[src/tsba_pkg.sv]
// tsba_pkg: constants and types for the two-tier secondary bus arbiter
// assumes a configuration-space access path that supplies byte writes at the control offset
// Behaviour
// - arbitrate the secondary bus by rotation within a high tier and a low tier.
// - after reset only the bridge sits high; control reads 40h.
// - park bit set parks the idle bus on the bridge.
// - park bit clear parks the idle bus on the last owner.
// - bridge tier bit selects low (0) or high (1) tier for the bridge.
// - control bit n places external master n low (0) or high (1).
package tsba_pkg;
   localparam int          N_EXT          = 6;
   localparam int          N_PARTY        = 7;              // six masters plus the bridge at index 6
   localparam int          BRIDGE_IDX     = 6;
   localparam logic [7:0]  CTRL_OFFSET    = 8'hdc;
   localparam logic [7:0]  CTRL_RESET     = 8'h40;
   localparam int          CTRL_PARK_BIT  = 7;
   localparam int          CTRL_BTIER_BIT = 6;

   typedef struct packed {
      logic       park_on_bridge;
      logic [6:0] tier_high;     // bit 6 bridge, bits 5:0 masters
   } tsba_ctrl_t;

   typedef struct packed {
      logic       wr;
      logic [7:0] addr;
      logic [7:0] wdata;
   } tsba_cfg_t;
endpackage : tsba_pkg

[src/tsba_arbiter.sv]
// tsba_arbiter: secondary bus arbiter with its control register
// assumes req/gnt active high, bus idle flag supplied by the bus interface logic
`timescale 1ns/100ps
`default_nettype none
module tsba_arbiter (
   input  wire logic              clk,
   input  wire logic              rst_n,
   input  wire tsba_pkg::tsba_cfg_t cfg,
   output logic [7:0]             cfg_rdata,
   input  wire logic [5:0]        ext_req,
   input  wire logic              bridge_req,
   input  wire logic              bus_idle,
   output logic [5:0]             ext_gnt,
   output logic                   bridge_gnt
);
   localparam int W = $clog2(tsba_pkg::N_PARTY);

   logic [7:0]   ctrl_reg;
   logic [W-1:0] last_hi_reg;
   logic [W-1:0] last_lo_reg;
   logic         lo_turn_reg;
   logic [W-1:0] owner_reg;
   logic [6:0]   req_all;
   logic [6:0]   req_hi;
   logic [6:0]   req_lo;
   logic         any_hi;
   logic         any_lo;
   logic [W-1:0] pick_hi;
   logic [W-1:0] pick_lo;
   logic [W-1:0] win;
   logic         win_lo;
   logic         win_ok;
   logic [6:0]   gnt_next;

   // control register, reset puts only the bridge high
   always_ff @(posedge clk) begin
      if (!rst_n) begin
         ctrl_reg <= tsba_pkg::CTRL_RESET;
      end else if (cfg.wr && cfg.addr == tsba_pkg::CTRL_OFFSET) begin
         ctrl_reg <= cfg.wdata;
      end
   end

   always_ff @(posedge clk) begin
      if (!rst_n) begin
         cfg_rdata <= '0;
      end else begin
         cfg_rdata <= (cfg.addr == tsba_pkg::CTRL_OFFSET) ? ctrl_reg : '0;
      end
   end

   assign req_all = {bridge_req, ext_req};
   assign req_hi  = req_all & ctrl_reg[6:0];
   assign req_lo  = req_all & ~ctrl_reg[6:0];

   tsba_rr_pick #(.N(tsba_pkg::N_PARTY)) u_hi (
      .req  (req_hi),
      .last (last_hi_reg),
      .any  (any_hi),
      .pick (pick_hi)
   );
   tsba_rr_pick #(.N(tsba_pkg::N_PARTY)) u_lo (
      .req  (req_lo),
      .last (last_lo_reg),
      .any  (any_lo),
      .pick (pick_lo)
   );

   // low tier alternates with the high tier: after each high grant, a low requester wins the next one
   always_comb begin
      win_lo = any_lo && (!any_hi || lo_turn_reg);
      win_ok = any_hi || any_lo;
      win    = win_lo ? pick_lo : pick_hi;
      if (!win_ok) begin
         win = ctrl_reg[tsba_pkg::CTRL_PARK_BIT] ? W'(tsba_pkg::BRIDGE_IDX) : owner_reg;
      end
   end

   // grant only changes while the bus is idle so an owner is never cut off mid-transfer
   always_ff @(posedge clk) begin
      if (!rst_n) begin
         owner_reg   <= W'(tsba_pkg::BRIDGE_IDX);
         last_hi_reg <= W'(tsba_pkg::BRIDGE_IDX);
         last_lo_reg <= W'(tsba_pkg::BRIDGE_IDX);
         lo_turn_reg <= 1'b0;
      end else if (bus_idle) begin
         owner_reg <= win;
         if (win_ok && win_lo) begin
            last_lo_reg <= win;
            lo_turn_reg <= 1'b0;
         end else if (win_ok) begin
            last_hi_reg <= win;
            lo_turn_reg <= 1'b1;
         end
      end
   end

   always_comb begin
      gnt_next = '0;
      gnt_next[bus_idle ? win : owner_reg] = 1'b1;
   end

   always_ff @(posedge clk) begin
      if (!rst_n) begin
         ext_gnt    <= '0;
         bridge_gnt <= 1'b0;
      end else begin
         ext_gnt    <= gnt_next[5:0];
         bridge_gnt <= gnt_next[tsba_pkg::BRIDGE_IDX];
      end
   end
endmodule : tsba_arbiter
`default_nettype wire

[src/tsba_rr_pick.sv]
// tsba_rr_pick: round-robin picker over a request vector, starting after last winner
// assumes requests are already filtered to one tier
`timescale 1ns/100ps
`default_nettype none
module tsba_rr_pick #(
   parameter int N = 7
) (
   input  wire logic [N-1:0]         req,
   input  wire logic [$clog2(N)-1:0] last,
   output logic                      any,
   output logic [$clog2(N)-1:0]      pick
);
   always_comb begin
      int idx;
      idx  = 0;
      any  = 1'b0;
      pick = '0;
      for (int k = 1; k <= N; k++) begin
         idx = (int'(last) + k) % N;
         if (!any && req[idx]) begin
            any  = 1'b1;
            pick = idx[$clog2(N)-1:0];
         end
      end
   end
endmodule : tsba_rr_pick
`default_nettype wire

[config.mk]
export PLATFORM = sky130hd
export DESIGN_NAME = tsba_arbiter
export DESIGN_NICKNAME = d
export VERILOG_FILES = /design/src/tsba_pkg.sv /design/src/tsba_arbiter.sv /design/src/tsba_rr_pick.sv
export SDC_FILE = /design/constraint.sdc
export NUM_CORES = 1
export LEC_CHECK = 0
export BUFFER_PORTS_ARGS = -buffer_cell sky130_fd_sc_hd__buf_2
export CAP_MARGIN = 15
export CORE_MARGIN = 4
export CORE_UTILIZATION = 25
export CTS_CLUSTER_SIZE = 14
export DETAILED_ROUTE_END_ITERATION = 7
export SLEW_MARGIN = 30
export SYNTH_ARGS = -nofsm -noshare
export SYNTH_HDL_FRONTEND = slang
export SYNTH_HIERARCHICAL = 1
export SYNTH_SLANG_ARGS = --single-unit
[constraint.sdc]
create_clock -name clk -period 5.3 [get_ports clk]
set_input_delay 0.53 -clock clk [delete_from_list [all_inputs] [get_ports clk]]
set_output_delay 0.53 -clock clk [all_outputs]
set_load 0.1 [all_outputs]
=== Word level (Yosys, flattened, before mapping) ===
Cells that the tools add are included.

* Bits in registers: 33
* Bits in latches: 0
* Memory bits (writable): 0
* Memory bits (read-only): 0
* Input port bits: 27
* Output and inout port bits: 15
* Logic and storage cells: 171
* Memories kept: 0

* Add/sub/neg operators: 14
* Multiply operators: 0
* Div/mod/pow operators: 14
* $lt $le $gt $ge: 16
* Equal/unequal tests: 1
* Shift operators: 0
* Muxes and demuxes: 78
* Bitwise logic cells: 4
* Reduce and logical (&&, ||, !) cells: 36

{| class="wikitable"
|+ Operator list
! operator !! count
|-
| 32-bit by 5-bit < comparator with 1-bit output (second input constant) || 14
|-
| 32-bit by 4-bit remainder unit with 32-bit output (second input constant) || 14
|-
| 3-bit two-way mux || 18
|-
| 1-bit two-way mux || 45
|-
| 1-bit binary-select mux with 3-bit select || 14
|-
| 3-bit by 3-bit adder with 4-bit output (second input constant) || 8
|-
| 3-bit by 2-bit adder with 4-bit output (second input constant) || 4
|-
| 1-bit logical AND || 16
|-
| 7-bit bitwise AND || 2
|-
| 1-bit zero test || 13
|-
| 3-bit by 1-bit adder with 4-bit output (second input constant) || 2
|-
| 8-bit == test (second input constant) || 1
|-
| 7-bit NOT || 1
|-
| 2-bit AND reduction || 3
|-
| 3-bit by 4-bit < comparator with 1-bit output (second input constant) || 1
|-
| 1-bit demux with 3-bit select || 1
|-
| 3-bit by 1-bit >= comparator with 1-bit output (second input constant) || 1
|-
| 3-bit AND reduction || 1
|-
| 1-bit logical OR || 2
|-
| 2-bit nonzero test || 1
|-
| 1-bit NOT || 1
|}

=== Logic depth before layout (Yosys ltp) ===
Gate-level depths: netlist of the first run.

* Word-level depth: 34
* Mapped depth: 24
* Depth with buffers taken out: 22

=== By module ===
The synthesis of the first run kept the hierarchy.

{| class="wikitable"
|+ Modules (own cells, without submodules)
! module !! times used !! cells each !! area an instance (um2)
|-
| tsba_rr_pick (u_lo) || 1 || 320 || 2367.3
|-
| tsba_rr_pick (u_hi) || 1 || 298 || 2168.3
|-
| tsba_arbiter || 1 || 134 || 1301.2
|}

=== Least setup slack after synthesis of the first run ===
No wires, ideal clock.

* Path kind: flip-flop to flip-flop
* Start: reg last_lo_reg[0]
* End: reg ext_gnt[4]
* Data arrival time: 5.515 ns
* Data required time: 5.222 ns
* Setup slack: -0.293 ns
* Cell stages (with the launch flop): 24
* Buffers on the path: 3
* Period minus slack after synthesis: 5.593 ns
* Path through: dfxtp_1 -> buf_4 -> buf_2 -> clkinv_1 -> ha_1 -> buf_2 -> clkinv_1 -> ha_1 -> ha_1 -> a31oi_1 -> xnor2_1 -> ha_1 -> mux2i_1 -> mux2i_1 -> nor2_1 -> mux2_2 -> mux2i_1 -> or3_1 -> nor2_1 -> a32o_1 -> a22o_1 -> o32a_1 -> o22a_1 -> nor3_1

* Elaborated cells between the ends (all ways): 71

{| class="wikitable"
|+ RTL lines
! item !! RTL line !! source
|-
| start: declaration || tsba_arbiter.sv:20 || <nowiki>logic [W-1:0] last_lo_reg;</nowiki>
|-
| start signal: assignment || tsba_arbiter.sv:84 || <nowiki>last_lo_reg <= W'(tsba_pkg::BRIDGE_IDX);</nowiki>
|-
| start signal: assignment || tsba_arbiter.sv:89 || <nowiki>last_lo_reg <= win;</nowiki>
|-
| 3-bit by 1-bit adder with 4-bit output || tsba_rr_pick.sv:19 || <nowiki>idx = (int'(last) + k) % N;</nowiki>
|-
| 32-bit by 4-bit remainder unit with 32-bit output || tsba_rr_pick.sv:19 ||
|-
| 1-bit binary-select mux with 3-bit select || tsba_rr_pick.sv:20 || <nowiki>if (!any && req[idx]) begin</nowiki>
|-
| 1-bit two-way mux (implied by the code) (2 in series) || tsba_rr_pick.sv:20 ||
|-
| 1-bit two-way mux || tsba_rr_pick.sv:20 ||
|-
| 1-bit zero test || tsba_rr_pick.sv:20 ||
|-
| 1-bit logical AND || tsba_rr_pick.sv:20 ||
|-
| 1-bit two-way mux || tsba_rr_pick.sv:20 ||
|-
| (+15 left out) || -- ||
|-
| net pick_lo[1] || tsba_arbiter.sv:29 || <nowiki>logic [W-1:0] pick_lo;</nowiki>
|-
| 3-bit two-way mux (*) || tsba_arbiter.sv:73 || <nowiki>win = win_lo ? pick_lo : pick_hi;</nowiki>
|-
| 3-bit two-way mux (*) || tsba_arbiter.sv:74 || <nowiki>if (!win_ok) begin</nowiki>
|-
| 3-bit two-way mux (*) || -- ||
|-
| 3-bit by 4-bit < comparator with 1-bit output (implied by the code) or 3-bit by 1-bit >= comparator with 1-bit output (tied branches) || tsba_arbiter.sv:100 || <nowiki>gnt_next[bus_idle ? win : owner_reg] = 1'b1;</nowiki>
|-
| 1-bit logical AND (implied by the code) || tsba_arbiter.sv:100 ||
|-
| 1-bit two-way mux || tsba_arbiter.sv:100 ||
|-
| 1-bit demux with 3-bit select (*) || tsba_arbiter.sv:100 ||
|-
| end signal: assignment || tsba_arbiter.sv:108 || <nowiki>ext_gnt <= gnt_next[5:0];</nowiki>
|-
| end: declaration || tsba_arbiter.sv:13 || <nowiki>output logic [5:0] ext_gnt,</nowiki>
|}

The timed path passes the listed nets; every way through them passes the cells marked *. The select of a mux whose other input is x is not followed.
A chain may end at the register's enable or synchronous reset.

=== Final worst setup path of the first run ===
* Start: reg last_lo_reg[2]
* End: reg last_hi_reg[1]

* Cells in the longest elaborated chain, start to end: 28
* Elaborated cells between the ends (all ways): 68

{| class="wikitable"
|+ Ends and longest elaborated chain
! item !! RTL line !! source
|-
| 3-bit by 1-bit adder with 4-bit output || tsba_rr_pick.sv:19 ||
|-
| 32-bit by 4-bit remainder unit with 32-bit output || tsba_rr_pick.sv:19 ||
|-
| 1-bit binary-select mux with 3-bit select || tsba_rr_pick.sv:20 ||
|-
| 1-bit two-way mux (implied by the code) (2 in series) || tsba_rr_pick.sv:20 ||
|-
| 1-bit two-way mux || tsba_rr_pick.sv:20 ||
|-
| 1-bit zero test || tsba_rr_pick.sv:20 ||
|-
| 1-bit logical AND || tsba_rr_pick.sv:20 ||
|-
| 1-bit two-way mux || tsba_rr_pick.sv:20 ||
|-
| (+12 left out) || -- ||
|-
| 1-bit zero test || tsba_rr_pick.sv:20 ||
|-
| 1-bit logical AND || tsba_rr_pick.sv:20 ||
|-
| 1-bit two-way mux (*) || tsba_rr_pick.sv:20 ||
|-
| net any_lo || tsba_arbiter.sv:27 || <nowiki>logic any_lo;</nowiki>
|-
| 1-bit logical OR or 1-bit logical AND (tied branches) || tsba_arbiter.sv:72, tsba_arbiter.sv:71 ||
|-
| 1-bit logical AND || tsba_arbiter.sv:88 || <nowiki>if (win_ok && win_lo) begin</nowiki>
|-
| 1-bit NOT (no source line) || -- ||
|-
| 3-bit AND reduction (no source line) || -- ||
|-
| end signal: assignment || tsba_arbiter.sv:83 || <nowiki>last_hi_reg <= W'(tsba_pkg::BRIDGE_IDX);</nowiki>
|-
| end signal: assignment || tsba_arbiter.sv:92 || <nowiki>last_hi_reg <= win;</nowiki>
|-
| end: declaration || tsba_arbiter.sv:19 || <nowiki>logic [W-1:0] last_hi_reg;</nowiki>
|}

Marked as above.

==> impl_results.md, run 1 <==
- Status: finished clean
- Worst-path clk slew: 60 ps
- Clock sinks: 33
- Critical path fanouts, max: 10
- Cts bufs inserted: 5
- DR vias: 5815
- Post-synthesis sequential area ratio: 11.32%
- FF+latch area: 664.4 um^2
- Drt total wl: 17.22 mm
- Buf/Inv on CP: 2
- DP HPWL: 13.18 mm
- Post-synth top flop: dfxtp_1
- Peak Freq: 196.7 MHz
- Hold Path Stages: 3
- Congestion Overflow GR: 0
- Detail Route Antenna Nets: 0
- Startpoint types: register
- Crit-path slowest cell: or3_1
- CP delay by family, top: simple AND/OR/NAND/NOR gates
- WL per Instance: 15.39 um
- Top-count cell post-synth: nand2_1
- Synth async-reset ratio: 0%
- R2r worst-path depth: 16
- Hold wc startpoint: cfg[6]
- Mapped Area: 5837 um^2
- Fraction of layout cells with a size suffix above 1: 23.20%
- Core region area: 22780 um^2
- Final setup fails: 0
- Final min period: 5084 ps
- Worst-path cell chain: buf_4 > ha_1 > and2_1 > ha_1 > clkinv_1 > a22oi_4 > mux2_1 > a32o_1 > a31oi_2 > a31oi_2 > or3_1 > nor3_2 > nand3_2 > or3_1 > o21ai_0 > o211ai_1
- Die area: 25860 um^2
- Multi-input logic area: 4981 um^2
- Clk root buf: clkbuf_16
- Starting Density: 25.62%
- Max_cap viols: 0
- Net Count, Synth: 826
- N_diodes: 0
- Synth area leader: dfxtp_1
- Final hold vios: 0
- Synth cell types: 105
- Most frequent cells after synthesis: 76 x nand2_1, 55 x mux2i_1, 55 x nor2_1
- Cells after synthesis: 752
- Relative slew margins: 47.73%
- EDFF count, synth: 0
- Die height: 160.8 um
- Antenna violations before repair: 0
- R2r startpoint: last_lo_reg[2]
- CTS tree: done
- YS warnings: 6
- Fillers: 2408
- Site Rows: 55
- Element type at the critical path end: register
- Drt pass-1 iters: 5
- CTS Buffer Depth: 2
- Worst Tran Pin Value: 782.4 ps
- Worst hold path endpoint: ctrl_reg[6]
- Max incr delay on CP: 490 ps
- Vias per cell: 5.197
- Largest net degree at the start of global routing: 33
- HP Class: input port to register
- Synth Area per Inst: 7.762 um^2
- Critical path class: register to register
- H-tree depth: 2
- Area contributors post-synth: dfxtp_1 11%, ha_1 10%, mux2i_1 9.4%, nand2_1 4.9%, nor2_1 3.5%
- Die Width: 160.8 um
- Pins over their slew limit: 0
- Seq cells post-synth: 33
- DP Cell Count: 1107
- Vias in the first global route: 5433
- Port Buffers: 41
- Wire length of the first global-routing pass: 27.59 mm
- Placed instance area: 6548 um^2
- Worst-Skew Late Latency: 280 ps
- P&R area growth vs syn: 18.29%
- Synth top area share: 11.32%
- Post-layout net count: 879
- Fin area: 6904 um^2
- Number of DRC markers in iteration 0: 315
- Worst EP arrival: 5200 ps
- Req. time, crit path: 5420 ps
- Non-Filler Instances: 1119
- Period utilization: 95.93%
- Clock skew: 9.753 ps
- Gpl congestion: 0.9054
- GRT Util Overall: 12.46%
- R2r endpoint: last_hi_reg[1]
- Boundary Pins: 42
- DRC Markers: 0
- R2r setup slk: 220 ps
==> final cells by class <==
class | count | share of cell area, %
inverter | 41 | 2.374
sequential | 33 | 9.623
tap | 313 | 5.672
timing repair buffer | 82 | 7.430
clock buffer | 5 | 1.812
multi-input combinational | 642 | 72.15
clock inverter | 3 | 0.9424
==> metrics by stage <==
step	util, %	hold WS [ps]	setup TNS [ps]	setup WS (ps)
2_1_floorplan	-	472.8	0	56.60
3_3_place_gp	28.72	505.0	-38.95	-38.95
3_5_place_dp	28.74	503.9	-45.71	-45.71
4_1_cts	29.61	461.7	-23.94	-23.94
5_1_grt	30.31	487.6	-129.0	-36.47
6_report	30.31	463.6	0	216.0
==> tightest hold or removal path, cell delays in order <==
cell     delay, ps
buf_2           80
mux2i_1         50
nand2_1         60
==> cell families after synthesis <==
logic type | count (synthesis) | share of synthesized area [%]
XOR/XNOR | 32 | 5.638
buffers and inverters | 77 | 5.916
multiplexers | 78 | 14.92
flip-flops | 33 | 11.32
AND/OR/NAND/NOR | 278 | 25.00
adder cells (fa/ha/maj) | 47 | 10.07
AO/OA/AOI/OAI | 207 | 27.14
==> worst max-delay path by stage <==
stage | depth (start not counted) | to | from
after floorplan | 21 | ext_gnt[4] | last_lo_reg[0]
after global placement | 19 | last_lo_reg[0] | last_lo_reg[2]
after detailed placement | 21 | last_lo_reg[0] | last_lo_reg[1]
after CTS | 21 | ext_gnt[2] | last_lo_reg[1]
after global routing | 17 | last_lo_reg[0] | last_lo_reg[2]
final | 16 | last_hi_reg[1] | last_lo_reg[2]
==> repair_timing <==
item,in CTS,in global routing
hold buffers,0,0
endpoints found under the setup margin,1,16
setup buffers,0,4
pin swaps,0,3
gates resized for setup,1,30
cloned,0,0
==> cells in the final DEF, fill, tap and decap left out, types with 9 or more instances in the layout <==
master,count
a211oi_1,11
a21o_1,9
a21oi_1,34
and2_1,18
and3_1,11
buf_2,41
buf_4,41
dfxtp_1,30
ha_1,41
inv_1,30
mux2_2,15
mux2i_1,52
nand2_1,76
nand2b_1,11
nand3_1,14
nand3b_1,9
nor2_1,53
nor2b_1,20
nor3_1,16
o21ai_0,25
xnor2_1,21
==> routing by layer <==
metal / global-route usage, % / vias up / wire length, um
met4: 2.210 / 0 / 203
met1: 17.66 / 2776 / 8327
met3: 1.155 / 20 / 597
met5: 0 / - / 0
li1: - / 2903 / -
met2: 20.82 / 116 / 8093
Power of run 1 is left out: the tool's default activity adds up to more than one toggle a clock period on the data nets, which glitch-free logic cannot reach.
==> run 2: changes to the inputs <==
- CELL_PAD_IN_SITES_DETAIL_PLACEMENT: default -> 0
- CELL_PAD_IN_SITES_GLOBAL_PLACEMENT: default -> 1
- PLACE_DENSITY_LB_ADDON: default -> 0.1
==> run 2 against run 1 <==
  * Die area stayed put
  * Maximum frequency is 2.0% higher
  * Sequential share of layout area fell by 0.14 points
  * Critical path depth rose by 5
  * Global-route usage grew 2.6 points
==> impl_results.md, run 2 (same netlist as run 1, synthesis figures left out) <==
- Core region area: 22780 um^2
- Worst EP arrival: 5180 ps
- Commonest non-fill, non-tap cell in the layout: nand2_1
- Relative slew margins: 39.38%
- Boundary Pins: 42
- DRC Markers: 0
- Port Buffers: 41
- Hold wc startpoint: cfg[6]
- Worst-Skew Late Latency: 270 ps
- Final hold vios: 0
- P&R area growth vs syn: 20.09%
- Drt pass-1 iters: 4
- Max_cap viols: 0
- Cts bufs inserted: 5
- Site Rows: 55
- Element type at the critical path end: register
- Placed instance area: 6638 um^2
- Pins over their slew limit: 0
- Startpoint types: register
- Met1 Wirelength: 9.314 mm
- CTS tree: done
- Worst Tran Pin Value: 907.5 ps
- Met2 Wirelength: 9.971 mm
- Starting Density: 25.62%
- Clk root buf: clkbuf_16
- Critical path class: register to register
- HP Class: input port to register
- WHS: 467.4 ps
- Req. time, crit path: 5500 ps
- Die Width: 160.8 um
- Fin area: 7009 um^2
- Top sig layer: met4
- Drt total wl: 20.08 mm
- Setup ws final: 315.9 ps
- DP HPWL: 16.03 mm
- Fraction of layout cells with a size suffix above 1: 24.27%
- Worst-path clk slew: 60 ps
- Die height: 160.8 um
- Largest net degree at the start of global routing: 34
- Congestion Overflow GR: 0
- N_diodes: 0
- Most frequent cells in the layout: 76 x nand2_1, 59 x buf_4, 54 x nor2_1
- Clock skew: 3.264 ps
- Number of DRC markers in iteration 0: 331
- Period utilization: 94.04%
- Hold-fix buffers, CTS: 0
- Status: finished clean
- Vias per cell: 5.164
- Final setup fails: 0
- Vias in the first global route: 5907
- Place WS: 83.58 ps
- Final min period: 4984 ps
- Peak Freq: 200.6 MHz
- CTS Buffer Depth: 2
- Gpl congestion: 0.8712
- CP startpoint: last_hi_reg[1]
- Antenna violations before repair: 0
- R2r startpoint: last_hi_reg[1]
- Post-layout net count: 897
- H-tree depth: 2
- Met3 WL: 544 um
- DR vias: 5872
- Clock sinks: 33
- Critical path fanouts, max: 7
- GRT Util Overall: 15.03%
- Die area: 25860 um^2
- Post-Route Setup TNS: 0 ps
- Wire length of the first global-routing pass: 32.18 mm
- WL per Instance: 17.66 um
- Detail Route Antenna Nets: 0
==> run 2: stage by stage <==
| stage | util [%] | std cells |
|---|---|---|
| 3_3_place_gp | 29.11 | 1119 |
| 5_1_grt | 30.77 | 1137 |
| 3_5_place_dp | 29.14 | 1119 |
| 2_1_floorplan | - | 752 |
| 6_report | 30.77 | 1137 |
| 4_1_cts | 29.91 | 1127 |
==> run 2: path summary, 6_finish.rpt <==
check	endpoint	slack [ps]	cells past startpoint
worst max-delay path	ext_gnt[4]	320	21
worst min-delay path	ctrl_reg[6]	470	3
worst max register to register	ext_gnt[4]	320	21
worst min register to register	cfg_rdata[2]	510	1
==> run 2: repair_timing <==
item                                    CTS  global route
endpoints found under the setup margin    0            16
gates resized for setup                   0            26
buffers inserted                          0            10
==> run 2: cell type report <==
class	instances	area, um^2
clock buffer	6	138.9
clock inverter	2	37.54
fill	2453	15770
inverter	41	163.9
multi-input combinational	642	4965
sequential	33	664.4
tap	313	391.6
timing repair buffer	100	648.1
==> run 2: routing by layer <==
metal  track usage (%)  vias up
li1                  -     2931
met1             19.95     2823
met2             26.90       99
met3             1.103       19
met4             2.831        0
met5                 0        -
==> run 2: worst max-delay path, cell delays in order (launching register included) <==
cell	delay (ps)
dfxtp_1	350
inv_1	110
ha_1	280
xnor2_4	280
inv_4	100
ha_1	200
ha_1	240
a31oi_1	190
xnor2_1	200
ha_1	350
nand2_1	100
a32oi_2	330
xnor2_2	230
mux2i_1	250
mux2i_1	110
a21o_1	230
nor2_1	160
nand3_2	200
nor2b_1	200
o32a_1	340
o22a_1	260
nor3_1	190
Power of run 2 is left out for the same reason.
